`src/design/ppt_cfg.svh`:
```
// Register offsets, field positions, reset values and counts of the port and timer block.
`ifndef PPT_CFG_SVH
`define PPT_CFG_SVH

// ==========================================================================
// Register offsets on the four-bit register select
`define PPT_OFS_PORT_A_DATA 4'h0
`define PPT_OFS_PORT_B_DATA 4'h1
`define PPT_OFS_PORT_A_DIR  4'h2
`define PPT_OFS_PORT_B_DIR  4'h3
`define PPT_OFS_TA_LOW      4'h4
`define PPT_OFS_TA_HIGH     4'h5
`define PPT_OFS_TB_LOW      4'h6
`define PPT_OFS_TB_HIGH     4'h7
`define PPT_OFS_IRQ         4'hD
`define PPT_OFS_CTRL_A      4'hE
`define PPT_OFS_CTRL_B      4'hF

// ==========================================================================
// Timer control fields
`define PPT_CTL_RUN     0
`define PPT_CTL_PORTOUT 1
`define PPT_CTL_INVERT_OR_PULSE_SELECT 2
`define PPT_CTL_ONESHOT 3
`define PPT_CTL_LOAD    4
`define PPT_CTL_SRC_LO  5
`define PPT_CTL_SRC_HI  6

// ==========================================================================
// Interrupt status and mask fields
`define PPT_IRQ_TA      0
`define PPT_IRQ_TB      1
`define PPT_IRQ_FLAG    4
`define PPT_IRQ_SUMMARY 7
`define PPT_IRQ_SETCLR  7

// ==========================================================================
// Reset values and counts
`define PPT_LATCH_RST   16'hFFFF
`define PPT_BYTE_RST    8'h00
`define PPT_HS_DELAY    2'h3
`define PPT_TIMER_A_PIN 6
`define PPT_TIMER_B_PIN 7

`endif

```
`src/design/ppt_pkg.sv`:
```
// Types shared by the port and timer block.
package ppt_pkg;

    // ======================================================================
    // Count sources of a timer
    typedef enum logic [1:0] {
        PPT_SRC_PHASE,
        PPT_SRC_COUNT_PIN,
        PPT_SRC_CHAIN,
        PPT_SRC_CHAIN_GATED
    } ppt_src_t;

    typedef struct packed {
        ppt_src_t source;
        logic     one_shot;
        logic     invert_mode;
        logic     port_out;
        logic     run;
    } ppt_ctrl_t;

    typedef struct packed {
        logic [15:0] latch;
        logic [15:0] count;
        ppt_ctrl_t   ctrl;
        logic        toggle;
        logic        uf;
        logic        pb_level;
    } ppt_timer_state_t;

    typedef struct packed {
        logic stage1;
        logic stage2;
        logic prev;
        logic rise;
        logic fall;
    } ppt_edge_state_t;

    typedef struct packed {
        logic [7:0] port_a;
        logic [7:0] port_b;
        logic [7:0] dir_a;
        logic [7:0] dir_b;
        logic [7:0] status;
        logic [7:0] mask;
        logic       access;
        logic       phase_prev;
        logic [1:0] hs_count;
        logic       hs_strobe_n;
        logic       irq_oe_n;
        logic [7:0] bus_out;
        logic       bus_oe_n;
        logic [7:0] pa_out;
        logic [7:0] pa_oe_n;
        logic [7:0] pb_out;
        logic [7:0] pb_oe_n;
    } ppt_top_state_t;

endpackage : ppt_pkg

```
`src/design/ppt_edge.sv`:
```
// Two-stage synchroniser with rising and falling edge pulses.
`timescale 1ns/1ps
module ppt_edge
    import ppt_pkg::*;
(
    input  wire logic clock,
    input  wire logic nrst,
    input  wire logic pin,
    output logic      level,
    output logic      rise,
    output logic      fall
);
    ppt_edge_state_t s_q;
    ppt_edge_state_t s_d;

    // ======================================================================
    // Edges are taken from the second stage only, so the first flop never feeds logic.
    always_comb begin
        s_d        = s_q;
        s_d.stage1 = pin;
        s_d.stage2 = s_q.stage1;
        s_d.prev   = s_q.stage2;
        s_d.rise   = s_q.stage2 & ~s_q.prev;
        s_d.fall   = ~s_q.stage2 & s_q.prev;
    end

    always_ff @(posedge clock or negedge nrst) begin
        if (!nrst) begin
            s_q <= '{stage1: 1'b1, stage2: 1'b1, prev: 1'b1, rise: 1'b0, fall: 1'b0};
        end else begin
            s_q <= s_d;
        end
    end

    assign level = s_q.prev;
    assign rise  = s_q.rise;
    assign fall  = s_q.fall;

endmodule : ppt_edge

```
`src/design/ppt_timer.sv`:
```
// One 16-bit interval timer with latch, control register and port output.
`timescale 1ns/1ps
`include "ppt_cfg.svh"
module ppt_timer
    import ppt_pkg::*;
#(
    parameter bit CHAINED = 1'b0
) (
    input  wire logic        clock,
    input  wire logic        nrst,
    input  wire logic        wr_low,
    input  wire logic        wr_high,
    input  wire logic        wr_ctrl,
    input  wire logic [7:0]  wdata,
    input  wire logic        phase_tick,
    input  wire logic        cnt_rise,
    input  wire logic        cnt_level,
    input  wire logic        chain_uf,
    output logic [15:0]      count,
    output logic [7:0]       ctrl_rd,
    output logic             underflow,
    output logic             port_out,
    output logic             pb_level
);
    ppt_timer_state_t s_q;
    ppt_timer_state_t s_d;
    logic             tick;
    logic             reload;
    logic             start;

    always_comb begin
        s_d    = s_q;
        reload = 1'b0;
        start  = 1'b0;
        s_d.uf = 1'b0;
        case (s_q.ctrl.source)
            PPT_SRC_PHASE:       tick = phase_tick;
            PPT_SRC_COUNT_PIN:   tick = cnt_rise;
            PPT_SRC_CHAIN:       tick = chain_uf;
            PPT_SRC_CHAIN_GATED: tick = chain_uf & cnt_level;
            default:             tick = 1'b0;
        endcase
        // Counting uses the run bit as it stood, so a host write takes effect next cycle.
        if (s_q.ctrl.run && tick) begin
            if (s_q.count == 16'h0000) begin
                s_d.uf = 1'b1;
                reload = 1'b1;
                if (s_q.ctrl.one_shot) begin
                    s_d.ctrl.run = 1'b0;
                end
            end else begin
                s_d.count = s_q.count - 16'h0001;
            end
        end
        if (wr_ctrl) begin
            s_d.ctrl.run         = wdata[`PPT_CTL_RUN];
            s_d.ctrl.port_out    = wdata[`PPT_CTL_PORTOUT];
            s_d.ctrl.invert_mode = wdata[`PPT_CTL_INVERT_OR_PULSE_SELECT];
            s_d.ctrl.one_shot    = wdata[`PPT_CTL_ONESHOT];
            s_d.ctrl.source      = CHAINED ? ppt_src_t'(wdata[`PPT_CTL_SRC_HI:`PPT_CTL_SRC_LO])
                                           : ppt_src_t'({1'b0, wdata[`PPT_CTL_SRC_LO]});
            start                = wdata[`PPT_CTL_RUN] & ~s_q.ctrl.run;
            if (wdata[`PPT_CTL_LOAD]) begin
                reload = 1'b1;
            end
        end
        if (wr_low) begin
            s_d.latch[7:0] = wdata;
        end
        if (wr_high) begin
            s_d.latch[15:8] = wdata;
            if (!s_q.ctrl.run) begin
                reload = 1'b1;
            end
            if (s_d.ctrl.one_shot) begin
                reload       = 1'b1;
                start        = ~s_q.ctrl.run;
                s_d.ctrl.run = 1'b1;
            end
        end
        if (reload) begin
            s_d.count = s_d.latch;
        end
        if (start) begin
            s_d.toggle = 1'b1;
        end else if (s_d.uf) begin
            s_d.toggle = ~s_q.toggle;
        end
        s_d.pb_level = s_d.ctrl.invert_mode ? s_d.toggle : s_d.uf;
    end

    always_ff @(posedge clock or negedge nrst) begin
        if (!nrst) begin
            s_q <= '{latch: `PPT_LATCH_RST, count: 16'h0000,
                     ctrl: '{source: PPT_SRC_PHASE, default: 1'b0},
                     toggle: 1'b0, uf: 1'b0, pb_level: 1'b0};
        end else begin
            s_q <= s_d;
        end
    end

    assign count     = s_q.count;
    assign ctrl_rd   = {1'b0, s_q.ctrl.source[1], s_q.ctrl.source[0], 1'b0,
                        s_q.ctrl.one_shot, s_q.ctrl.invert_mode, s_q.ctrl.port_out,
                        s_q.ctrl.run};
    assign underflow = s_q.uf;
    assign port_out  = s_q.ctrl.port_out;
    assign pb_level  = s_q.pb_level;

endmodule : ppt_timer

```
`src/design/ppt_top.sv`:
```
// Peripheral port adapter with two 8-bit ports, handshake and two interval timers.
`timescale 1ns/1ps
`include "ppt_cfg.svh"
module ppt_top
    import ppt_pkg::*;
(
    input  wire logic       clock,
    input  wire logic       nrst,
    input  wire logic       phase_high,
    input  wire logic       chip_select_n,
    input  wire logic       read_write,
    input  wire logic [3:0] register_select,
    input  wire logic [7:0] bus_data_pins_in,
    output logic [7:0]      bus_data_pins_out,
    output logic            bus_data_pins_oe_n,
    output logic            irq_out,
    output logic            irq_oe_n,
    input  wire logic [7:0] port_a_pins_in,
    output logic [7:0]      port_a_pins_out,
    output logic [7:0]      port_a_pins_oe_n,
    input  wire logic [7:0] port_b_pins_in,
    output logic [7:0]      port_b_pins_out,
    output logic [7:0]      port_b_pins_oe_n,
    output logic            handshake_strobe_out,
    input  wire logic       handshake_flag_in,
    input  wire logic       count_pin
);
    ppt_top_state_t s_q;
    ppt_top_state_t s_d;

    // ======================================================================
    // Internal signals
    // Bus decode.
    logic        access;
    logic        new_access;
    logic        do_write;
    logic        do_read;
    logic        phase_tick;

    // Synchronised pins.
    logic        cnt_level;
    logic        cnt_rise;
    logic        flag_fall;

    // Timer results.
    logic [15:0] ta_count;
    logic [15:0] tb_count;
    logic [7:0]  ta_ctrl;
    logic [7:0]  tb_ctrl;
    logic        ta_uf;
    logic        tb_uf;
    logic        ta_port;
    logic        tb_port;
    logic        ta_level;
    logic        tb_level;

    // Timer write strobes.
    logic        wr_ta_low;
    logic        wr_ta_high;
    logic        wr_tb_low;
    logic        wr_tb_high;
    logic        wr_ctrl_a;
    logic        wr_ctrl_b;

    // Read data and pin drive.
    logic [7:0]  rdata;
    logic [7:0]  events;
    logic [7:0]  pb_drive;
    logic [7:0]  pb_dir;

    // ======================================================================
    // Bus access decode
    // An access is acted on once, at its first cycle, so a long phase-high window
    // never repeats a read side effect such as clearing the interrupt status.
    assign access     = ~chip_select_n & phase_high;
    assign new_access = access & ~s_q.access;
    assign do_write   = new_access & ~read_write;
    assign do_read    = new_access & read_write;
    // Each rising edge of the phase clock is one phase cycle.
    assign phase_tick = phase_high & ~s_q.phase_prev;

    // Write strobes for the timer registers.
    assign wr_ta_low  = do_write && (register_select == `PPT_OFS_TA_LOW);
    assign wr_ta_high = do_write && (register_select == `PPT_OFS_TA_HIGH);
    assign wr_tb_low  = do_write && (register_select == `PPT_OFS_TB_LOW);
    assign wr_tb_high = do_write && (register_select == `PPT_OFS_TB_HIGH);
    assign wr_ctrl_a  = do_write && (register_select == `PPT_OFS_CTRL_A);
    assign wr_ctrl_b  = do_write && (register_select == `PPT_OFS_CTRL_B);

    // ======================================================================
    // Pin synchronisers
    // The count pin fall and the flag rise and level are not needed.
    ppt_edge u_count_sync (
        .clock (clock),
        .nrst  (nrst),
        .pin   (count_pin),
        .level (cnt_level),
        .rise  (cnt_rise),
        .fall  ()
    );

    ppt_edge u_flag_sync (
        .clock (clock),
        .nrst  (nrst),
        .pin   (handshake_flag_in),
        .level (),
        .rise  (),
        .fall  (flag_fall)
    );

    // ======================================================================
    // Interval timers
    // Only timer B may count timer A underflows, so timer A has no chain.
    ppt_timer #(.CHAINED(1'b0)) u_timer_a (
        .clock      (clock),
        .nrst       (nrst),
        .wr_low     (wr_ta_low),
        .wr_high    (wr_ta_high),
        .wr_ctrl    (wr_ctrl_a),
        .wdata      (bus_data_pins_in),
        .phase_tick (phase_tick),
        .cnt_rise   (cnt_rise),
        .cnt_level  (cnt_level),
        .chain_uf   (1'b0),
        .count      (ta_count),
        .ctrl_rd    (ta_ctrl),
        .underflow  (ta_uf),
        .port_out   (ta_port),
        .pb_level   (ta_level)
    );

    ppt_timer #(.CHAINED(1'b1)) u_timer_b (
        .clock      (clock),
        .nrst       (nrst),
        .wr_low     (wr_tb_low),
        .wr_high    (wr_tb_high),
        .wr_ctrl    (wr_ctrl_b),
        .wdata      (bus_data_pins_in),
        .phase_tick (phase_tick),
        .cnt_rise   (cnt_rise),
        .cnt_level  (cnt_level),
        .chain_uf   (ta_uf),
        .count      (tb_count),
        .ctrl_rd    (tb_ctrl),
        .underflow  (tb_uf),
        .port_out   (tb_port),
        .pb_level   (tb_level)
    );

    // ======================================================================
    // Read multiplexer
    // Timer reads show the live counter with no snapshot, so a two-byte read
    // can straddle a borrow; read the high byte twice for a stable word.
    always_comb begin
        case (register_select)
            `PPT_OFS_PORT_A_DATA: rdata = port_a_pins_in;
            `PPT_OFS_PORT_B_DATA: rdata = port_b_pins_in;
            `PPT_OFS_PORT_A_DIR:  rdata = s_q.dir_a;
            `PPT_OFS_PORT_B_DIR:  rdata = s_q.dir_b;
            `PPT_OFS_TA_LOW:      rdata = ta_count[7:0];
            `PPT_OFS_TA_HIGH:     rdata = ta_count[15:8];
            `PPT_OFS_TB_LOW:      rdata = tb_count[7:0];
            `PPT_OFS_TB_HIGH:     rdata = tb_count[15:8];
            `PPT_OFS_IRQ:         rdata = s_q.status;
            `PPT_OFS_CTRL_A:      rdata = ta_ctrl;
            `PPT_OFS_CTRL_B:      rdata = tb_ctrl;
            default:              rdata = 8'h00;
        endcase
    end

    // ======================================================================
    // Port B pin drive with timer overrides
    // A timer output takes its pin over whatever its direction bit says.
    always_comb begin
        pb_drive = s_q.port_b;
        pb_dir   = s_q.dir_b;
        if (ta_port) begin
            pb_drive[`PPT_TIMER_A_PIN] = ta_level;
            pb_dir[`PPT_TIMER_A_PIN]   = 1'b1;
        end
        if (tb_port) begin
            pb_drive[`PPT_TIMER_B_PIN] = tb_level;
            pb_dir[`PPT_TIMER_B_PIN]   = 1'b1;
        end
    end

    // ======================================================================
    // Next state
    always_comb begin
        s_d            = s_q;
        s_d.access     = access;
        s_d.phase_prev = phase_high;
        events         = 8'h00;
        events[`PPT_IRQ_TA]   = ta_uf;
        events[`PPT_IRQ_TB]   = tb_uf;
        events[`PPT_IRQ_FLAG] = flag_fall;

        if (do_write) begin
            case (register_select)
                `PPT_OFS_PORT_A_DATA: s_d.port_a = bus_data_pins_in;
                `PPT_OFS_PORT_B_DATA: s_d.port_b = bus_data_pins_in;
                `PPT_OFS_PORT_A_DIR:  s_d.dir_a  = bus_data_pins_in;
                `PPT_OFS_PORT_B_DIR:  s_d.dir_b  = bus_data_pins_in;
                `PPT_OFS_IRQ: begin
                    // Only mask bits written as one change; bit 7 picks set or clear.
                    if (bus_data_pins_in[`PPT_IRQ_SETCLR]) begin
                        s_d.mask = s_q.mask | {1'b0, bus_data_pins_in[6:0]};
                    end else begin
                        s_d.mask = s_q.mask & ~{1'b0, bus_data_pins_in[6:0]};
                    end
                end
                default: s_d.mask = s_q.mask;
            endcase
        end

        // A status read clears, but an event in the same cycle still lands.
        if (do_read && register_select == `PPT_OFS_IRQ) begin
            s_d.status = events;
        end else begin
            s_d.status = s_q.status | events;
        end
        // The summary and the line follow the status in the same clock.
        s_d.status[`PPT_IRQ_SUMMARY] = |(s_d.status[6:0] & s_d.mask[6:0]);
        s_d.irq_oe_n = ~s_d.status[`PPT_IRQ_SUMMARY];

        // The strobe counts phase cycles, so it is blind to the fast clock rate.
        if (new_access && register_select == `PPT_OFS_PORT_B_DATA) begin
            s_d.hs_count    = `PPT_HS_DELAY;
            s_d.hs_strobe_n = 1'b1;
        end else if (phase_tick) begin
            s_d.hs_strobe_n = ~(s_q.hs_count == 2'h1);
            if (s_q.hs_count != 2'h0) begin
                s_d.hs_count = s_q.hs_count - 2'h1;
            end
        end

        // Read data is registered, so it follows the access by one clock.
        s_d.bus_out  = (access & read_write) ? rdata : s_q.bus_out;
        s_d.bus_oe_n = ~(access & read_write);

        // Port A pins take the next register values, so they change with the registers; port B pins follow them one clock later.
        s_d.pa_out   = s_d.port_a;
        s_d.pa_oe_n  = ~s_d.dir_a;
        s_d.pb_out   = pb_drive;
        s_d.pb_oe_n  = ~pb_dir;
    end

    // Reset releases every port pin, the bus and the interrupt line, and drives the handshake strobe high.
    always_ff @(posedge clock or negedge nrst) begin
        if (!nrst) begin
            s_q <= '{port_a: `PPT_BYTE_RST, port_b: `PPT_BYTE_RST,
                     dir_a: `PPT_BYTE_RST, dir_b: `PPT_BYTE_RST,
                     status: `PPT_BYTE_RST, mask: `PPT_BYTE_RST,
                     access: 1'b0, phase_prev: 1'b0, hs_count: 2'h0,
                     hs_strobe_n: 1'b1, irq_oe_n: 1'b1, bus_out: 8'h00,
                     bus_oe_n: 1'b1, pa_out: 8'h00, pa_oe_n: 8'hFF,
                     pb_out: 8'h00, pb_oe_n: 8'hFF};
        end else begin
            s_q <= s_d;
        end
    end

    // ======================================================================
    // Outputs
    // The open-drain interrupt pin only ever pulls low, so its enable carries the request.
    assign bus_data_pins_out    = s_q.bus_out;
    assign bus_data_pins_oe_n   = s_q.bus_oe_n;
    assign irq_out              = 1'b0;
    assign irq_oe_n             = s_q.irq_oe_n;
    assign port_a_pins_out      = s_q.pa_out;
    assign port_a_pins_oe_n     = s_q.pa_oe_n;
    assign port_b_pins_out      = s_q.pb_out;
    assign port_b_pins_oe_n     = s_q.pb_oe_n;
    assign handshake_strobe_out = s_q.hs_strobe_n;

endmodule : ppt_top

```
`config.mk`:
```
export PLATFORM = sky130hd
export DESIGN_NAME = ppt_top
export DESIGN_NICKNAME = d
export VERILOG_FILES = /design/src/design/ppt_pkg.sv /design/src/design/ppt_edge.sv /design/src/design/ppt_timer.sv /design/src/design/ppt_top.sv
export VERILOG_INCLUDE_DIRS = /design/src /design/src/design
export SDC_FILE = /design/constraint.sdc
export NUM_CORES = 1
export LEC_CHECK = 0
export ABC_AREA = 1
export BUFFER_PORTS_ARGS = -buffer_cell sky130_fd_sc_hd__buf_4
export CAP_MARGIN = 20
export CORE_MARGIN = 1.5
export CORE_UTILIZATION = 60
export DETAILED_ROUTE_END_ITERATION = 8
export PLACE_DENSITY = 0.82
export SYNTH_ARGS = -nofsm -noshare
export SYNTH_HDL_FRONTEND = slang
export SYNTH_SLANG_ARGS = --single-unit
```
`constraint.sdc`:
```
create_clock -name clock -period 2.44 [get_ports clock]
set_input_delay 0.122 -clock clock [delete_from_list [all_inputs] [get_ports clock]]
set_output_delay 0.122 -clock clock [all_outputs]
set_load 0.02 [all_outputs]
```
# Yosys cells after proc, flatten, opt, wreduce, memory -nomap -nowiden
# Cells that the tools add are included.
# classes
muxes	65
add_sub_neg	3
reduce_logical	28
n_bitwise	31
eq_ne	16
# ops
operator	count
$mux 16	7
$pmux 8 s11	1
$mux 8	7
$mux 1	40
$logic_not 16->1	2
$sub 16x1->16 const B	2
$mux 7	3
$eq 4x3->1 const B	4
$not 8->8	2
$reduce_and 2->1	7
$not 1->1	13
$eq 4x4->1 const B	3
$and 1x1->1	11
$logic_and 1x1->1	10
$reduce_bool 2->1	5
$and 8x8->8	1
$eq 4x2->1 const B	2
$mux 4	2
$not 7->8	1
$or 8x7->8	1
$and 7x7->7	1
$or 7x5->7	1
$reduce_or 7->1	1
$mux 3	2
other kinds (10)	14
# word_totals
register_bits	176
output_inout_bits	44
input_bits	35
elab_cells	188

# Logic depth before layout (Yosys ltp)
# depth
word_depth	12
ltp_mapped	13
ltp_nobuf	12

# Modules after synthesis
# From an unflattened synthesis, not the netlist that was laid out.
# unflattened
hier_cells	1274
area_unflattened_um2	9763.1
# modules_own_cells
module	seq_area_each_um2	area_per_inst_um2	instances	cells_per_inst
ppt_top	2175.8	4305.4	1	543
ppt_timer at u_timer_b	1046.0	2678.8	1	368
ppt_timer at u_timer_a	1021.0	2491.1	1	345
ppt_edge	128.9	143.9	2	9

# Least setup slack after synthesis
# Ideal clock, no wire load.
# synth_timing
kind	reg2reg
from	register s_q[46] (netlist bit)
to	register u_timer_a.s_q, in the netlist u_timer_a.count[9]
period_less_slack_ns	1.619
setup_slack_ns	0.821
path_buffers	1
stages_incl_launch_ff	12
required_time_ns	2.315
arrival_ns	1.494
path_cell_list	dfrtp_1 -> inv_2 -> nand3_2 -> nor2_4 -> nand2_1 -> o21ai_1 -> inv_2 -> nand2_1 -> inv_2 -> buf_6 -> nand3_1 -> nand3_1
# synth_via
elab_chain_cells	10
elab_cells_between_ends	15
classes_between	1 x eq/ne; 7 x mux; 3 x bitwise; 4 x reduce/logical
# synth_rtl
element	line_no	text
start: declaration	ppt_top.sv:28	ppt_top_state_t s_q;
start signal: assignment	ppt_top.sv:251	s_q <= '{port_a: `PPT_BYTE_RST, port_b: `PPT_BYTE_RST,
$not 1->1 *	ppt_top.sv:76	assign new_access = access & ~s_q.access;
$and 1x1->1 *	ppt_top.sv:76	
$and 1x1->1 *	ppt_top.sv:77	assign do_write = new_access & ~read_write;
$logic_and 1x1->1	ppt_top.sv:87	assign wr_ctrl_a = do_write && (register_select == `PPT_OFS_CTRL_A);
$mux 1	ppt_timer.sv:55	if (wr_ctrl) begin
$mux 1	ppt_timer.sv:72	if (!s_q.ctrl.run) begin
$mux 1	ppt_timer.sv:75	if (s_d.ctrl.one_shot) begin
$mux 1	ppt_timer.sv:70	if (wr_high) begin
$ne 2x1->1 (no line) or $reduce_bool 2->1 (tied branches)	--	
$reduce_and 2->1 (no line)	--	
end signal: assignment	ppt_timer.sv:94	s_q <= '{latch: `PPT_LATCH_RST, count: 16'h0000,
end: declaration	ppt_timer.sv:25	ppt_timer_state_t s_q;
# Mark *: on every way between the ends. The rest lies on a longest branch, timed or not.
# A chain may end at the register's enable or synchronous reset.

# Final worst setup path
# layout_timing
from	register u_count_sync.s_q, in the netlist u_count_sync.rise
to	register u_timer_b.s_q, in the netlist u_timer_b.count[6]
# layout_via
elab_chain_cells	10
elab_cells_between_ends	12
classes_between	1 x eq/ne; 8 x mux; 3 x reduce/logical
# layout_rtl
element	line_no	text
start: declaration	ppt_edge.sv:13	ppt_edge_state_t s_q;
start signal: assignment	ppt_edge.sv:29	s_q <= '{stage1: 1'b1, stage2: 1'b1, prev: 1'b1, rise: 1'b0, fall: 1'b0};
$pmux 1 s4 *	ppt_timer.sv:36	case (s_q.ctrl.source)
$logic_and 1x1->1 *	ppt_timer.sv:44	if (s_q.ctrl.run && tick) begin
$mux 1	ppt_timer.sv:44	
$mux 1	ppt_timer.sv:63	if (wdata[`PPT_CTL_LOAD]) begin
$mux 1	ppt_timer.sv:55	
$mux 1	ppt_timer.sv:72	
$mux 1	ppt_timer.sv:75	
$mux 1	ppt_timer.sv:70	
$ne 2x1->1 (no line) or $reduce_bool 2->1 (tied branches)	--	
$reduce_and 2->1 (no line)	--	
end signal: assignment	ppt_timer.sv:94	
end: declaration	ppt_timer.sv:25	
# Marks and branches as above.

==> impl_metrics.json <==
{
  "hpwlAfterDp_um": 17400,
  "final_nets": 1224,
  "synth_area_mm2": 0.00907,
  "total_power_w": 0.0100,
  "grt-ovfl-total": 0,
  "maxCapViolations": 0,
  "synth_cells": 1130,
  "finalWirelength_um": 24400,
  "synth_compound_area_share_pct": 8.45,
  "num_rows": 44,
  "dp_slack_ps": 201,
  "final_cell_mix": "309 x nand2_1, 146 x inv_1, 118 x dfrtp_1",
  "drv_slew": 0,
  "grt_pass1_wl_um": 39200,
  "numCtsBuffers": 17,
  "yosys.area_share.simple_pct": 28.5,
  "grt_pass1_vias": 7562,
  "cp-start-kind": "register",
  "postSynthNetCount": 1171,
  "holdPathStages": 3,
  "route.met3.wl_um": 1900,
  "status": "complete, but fails checks",
  "port_buffers": 77,
  "clock_sinks": 175,
  "reg2reg_to": "u_timer_b.count[6]",
  "drive_above_1_share_pct": 19.3,
  "clock_latency_ps": 440,
  "io_pins": 79,
  "chipHeight_um": 126,
  "wl_met2_um": 11700,
  "min-delay-start": "bus_data_pins_in[0]",
  "regToRegSetupSlack_ps": 220,
  "relSlewSlack_pct": 45.0,
  "ys_seq_area_share_pct": 49.1,
  "violations": "design-rule violations",
  "postRouteAntennaNets": 0,
  "yosysWarnings": 0,
  "fin_ws_ps": 219,
  "crit_chain": "a21oi_1 > nand2_1 > nand3_1 > nor2_1 > nor2_2 > nand3_1 > nand3_1 > nand2_1",
  "synth.distinct_cells": 40,
  "design.die.area_mm2": 0.0159,
  "cp_max_fo": 18,
  "power.density_mw_per_mm2": 975,
  "dpl-instance-area_mm2": 0.00951,
  "wire_per_inst_um": 17.7,
  "clock.fmax_mhz": 450,
  "clockBufferDepth": 2,
  "globalplace.congestion": 1.00,
  "period_share_pct": 91.0,
  "avgSynthCellArea_um2": 8.02,
  "min_to": "u_timer_b.s_q[25]",
  "chipWidth_um": 126,
  "synth_seq_cells": 175,
  "synthAdderAreaFrac_pct": 0.828,
  "drt_iter0_markers": 767,
  "crit_buf_inv": 0,
  "synthToLayoutAreaGrowth_pct": 13.3,
  "start_util_pct": 61.9,
  "antenna_found_initial": 0,
  "crit_required_ps": 2770,
  "worstRegToRegCells": 8,
  "tritoncts": "done",
  "synthMuxAreaShare_pct": 0,
  "synth_top_family_by_area": "simple AND/OR/NAND/NOR gates",
  "grtUsageTotal_pct": 32.3,
  "final.min_clock_period_ps": 2220,
  "place_inst": 1335,
  "critPathMaxStageDelay_ps": 640,
  "cp-end-kind": "register",
  "synth-xor-area-share_pct": 1.35,
  "hold_viol_final": 0,
  "diodes": 0,
  "reg2reg_from": "u_count_sync.rise",
  "dr.pass1.iters": 8,
  "design_area_mm2": 0.0103,
  "cp_slowest_cell": "nor2_2",
  "hold_class": "primary input to register",
  "clock-root-buffer": "clkbuf_16",
  "path_class": "register to register",
  "crit_family": "simple AND/OR/NAND/NOR gates",
  "drc": 7,
  "finalSetupViolations": 0,
  "fin_skew_ps": 9.80,
  "placeableCoreArea_mm2": 0.0146,
  "cp_common_cell": "nand3_1",
  "final_common_cell": "nand2_1",
  "grt_max_degree": 61,
  "final_cells": 1380,
  "p_leak_nw": 5.23,
  "dr_total_vias": 7880,
  "top_layer_used": "met4",
  "tightest_slew_ps": 824,
  "arrival_ps": 2550,
  "drt-met1-wl_um": 9720,
  "path_clk_slew_ps": 70,
  "finalSetupTns_ps": 0,
  "via_per_inst": 5.71,
  "ir_drop_mv": 0.609,
  "rsz0062_at_grt": "false",
  "htreeDepth": 4
}
cell usage after synthesis, drive strengths merged:
cell type  number  area, um2
dfstp          57       1500
nor2           88        370
o21bai          4       30.0
conb            1       3.75
o2111ai         2       17.5
buf            58        430
dfrtp         118       2950
clkbuf          9       33.8
or2             8       50.1
o2bb2ai         2       17.5
and2            4       25.0
nand3b          1       20.0
nand3         123        718
o22ai          12       75.1
nand4          25        156
nand2         315       1200
o211ai          4       30.0
xnor2           3       26.3
o21a            9       67.6
xor2           11       96.3
a31o            1       8.76
nor3            6       46.3
o21ai          89        445
inv           159        597
ha              6       75.1
a21oi          14       73.8
clkinv          1       3.75
layer usage:
layer,up-vias,GRT usage [%]
li1,3667,-
met1,3751,41.4
met2,391,52.9
met3,71,6.63
met4,0,15.8
met5,-,0
repair_timing:
action | in CTS | in global routing
setup buffers | 0 | 3
hold buffers | 10 | 0
gates resized for setup | 0 | 1
endpoints found under the setup margin | 0 | 11
hold endpoints to repair | 42 | 0
report_power, final:
| group | switching [W] | internal [W] |
|---|---|---|
| clock network | 0.00114 | 0.00175 |
| logic | 0.00198 | 0.00113 |
| registers | 0.000494 | 0.00352 |
| total | 0.00362 | 0.00640 |
how the worst max path moves through the flow:
| stage | startpoint | endpoint | slack [ps] | cells past startpoint |
|---|---|---|---|---|
| finish | u_count_sync.rise | u_timer_b.count[6] | 220 | 8 |
| detailed placement | s_q[46] | u_timer_b.count[10] | 200 | 10 |
| CTS | s_q[46] | u_timer_b.count[15] | 160 | 10 |
| global placement | s_q[46] | u_timer_b.count[2] | 290 | 10 |
| floorplan | s_q[46] | u_timer_a.count[9] | 820 | 11 |
| global route | u_timer_b.ctrl_rd[6] | u_timer_b.count[6] | 70 | 8 |
tightest hold or removal path, cell delays in order:
cell and delay (ps):
buf_4 150, o21ai_1 100, inv_1 60
cell type report:
class                   instances  area [um2]
clock buffers                  23         458
repair buffers                101         812
clock inverters                 9         159
flip-flops and latches        175        4450
multi-input cells             728        3560
inverters                     160         601
fillers                      1136        4380
well taps                     184         230
registers in the layout, indices dropped and copies added, names as in the netlist, 16 cells and up:
signal,cells
u_timer_a.count,16
u_timer_a.s_q,17
u_timer_b.s_q,17
s_q,31
u_timer_b.count,16
stage by stage:
stage | utilization [%] | hold WS (ps)
floorplan | - | -174
global placement | 64.9 | 117
detailed placement | 64.9 | 118
CTS | 69.8 | 17.3
global route | 70.1 | 51.5
finish | 70.1 | 28.4
cells by family after synthesis:
group / after synthesis
adder cells (fa/ha/maj): 6
XOR/XNOR: 14
flip-flops: 175
AO/OA/AOI/OAI: 137
other: 1
buffers and inverters: 227
AND/OR/NAND/NOR: 570
(Power assumes the default switching activity.)
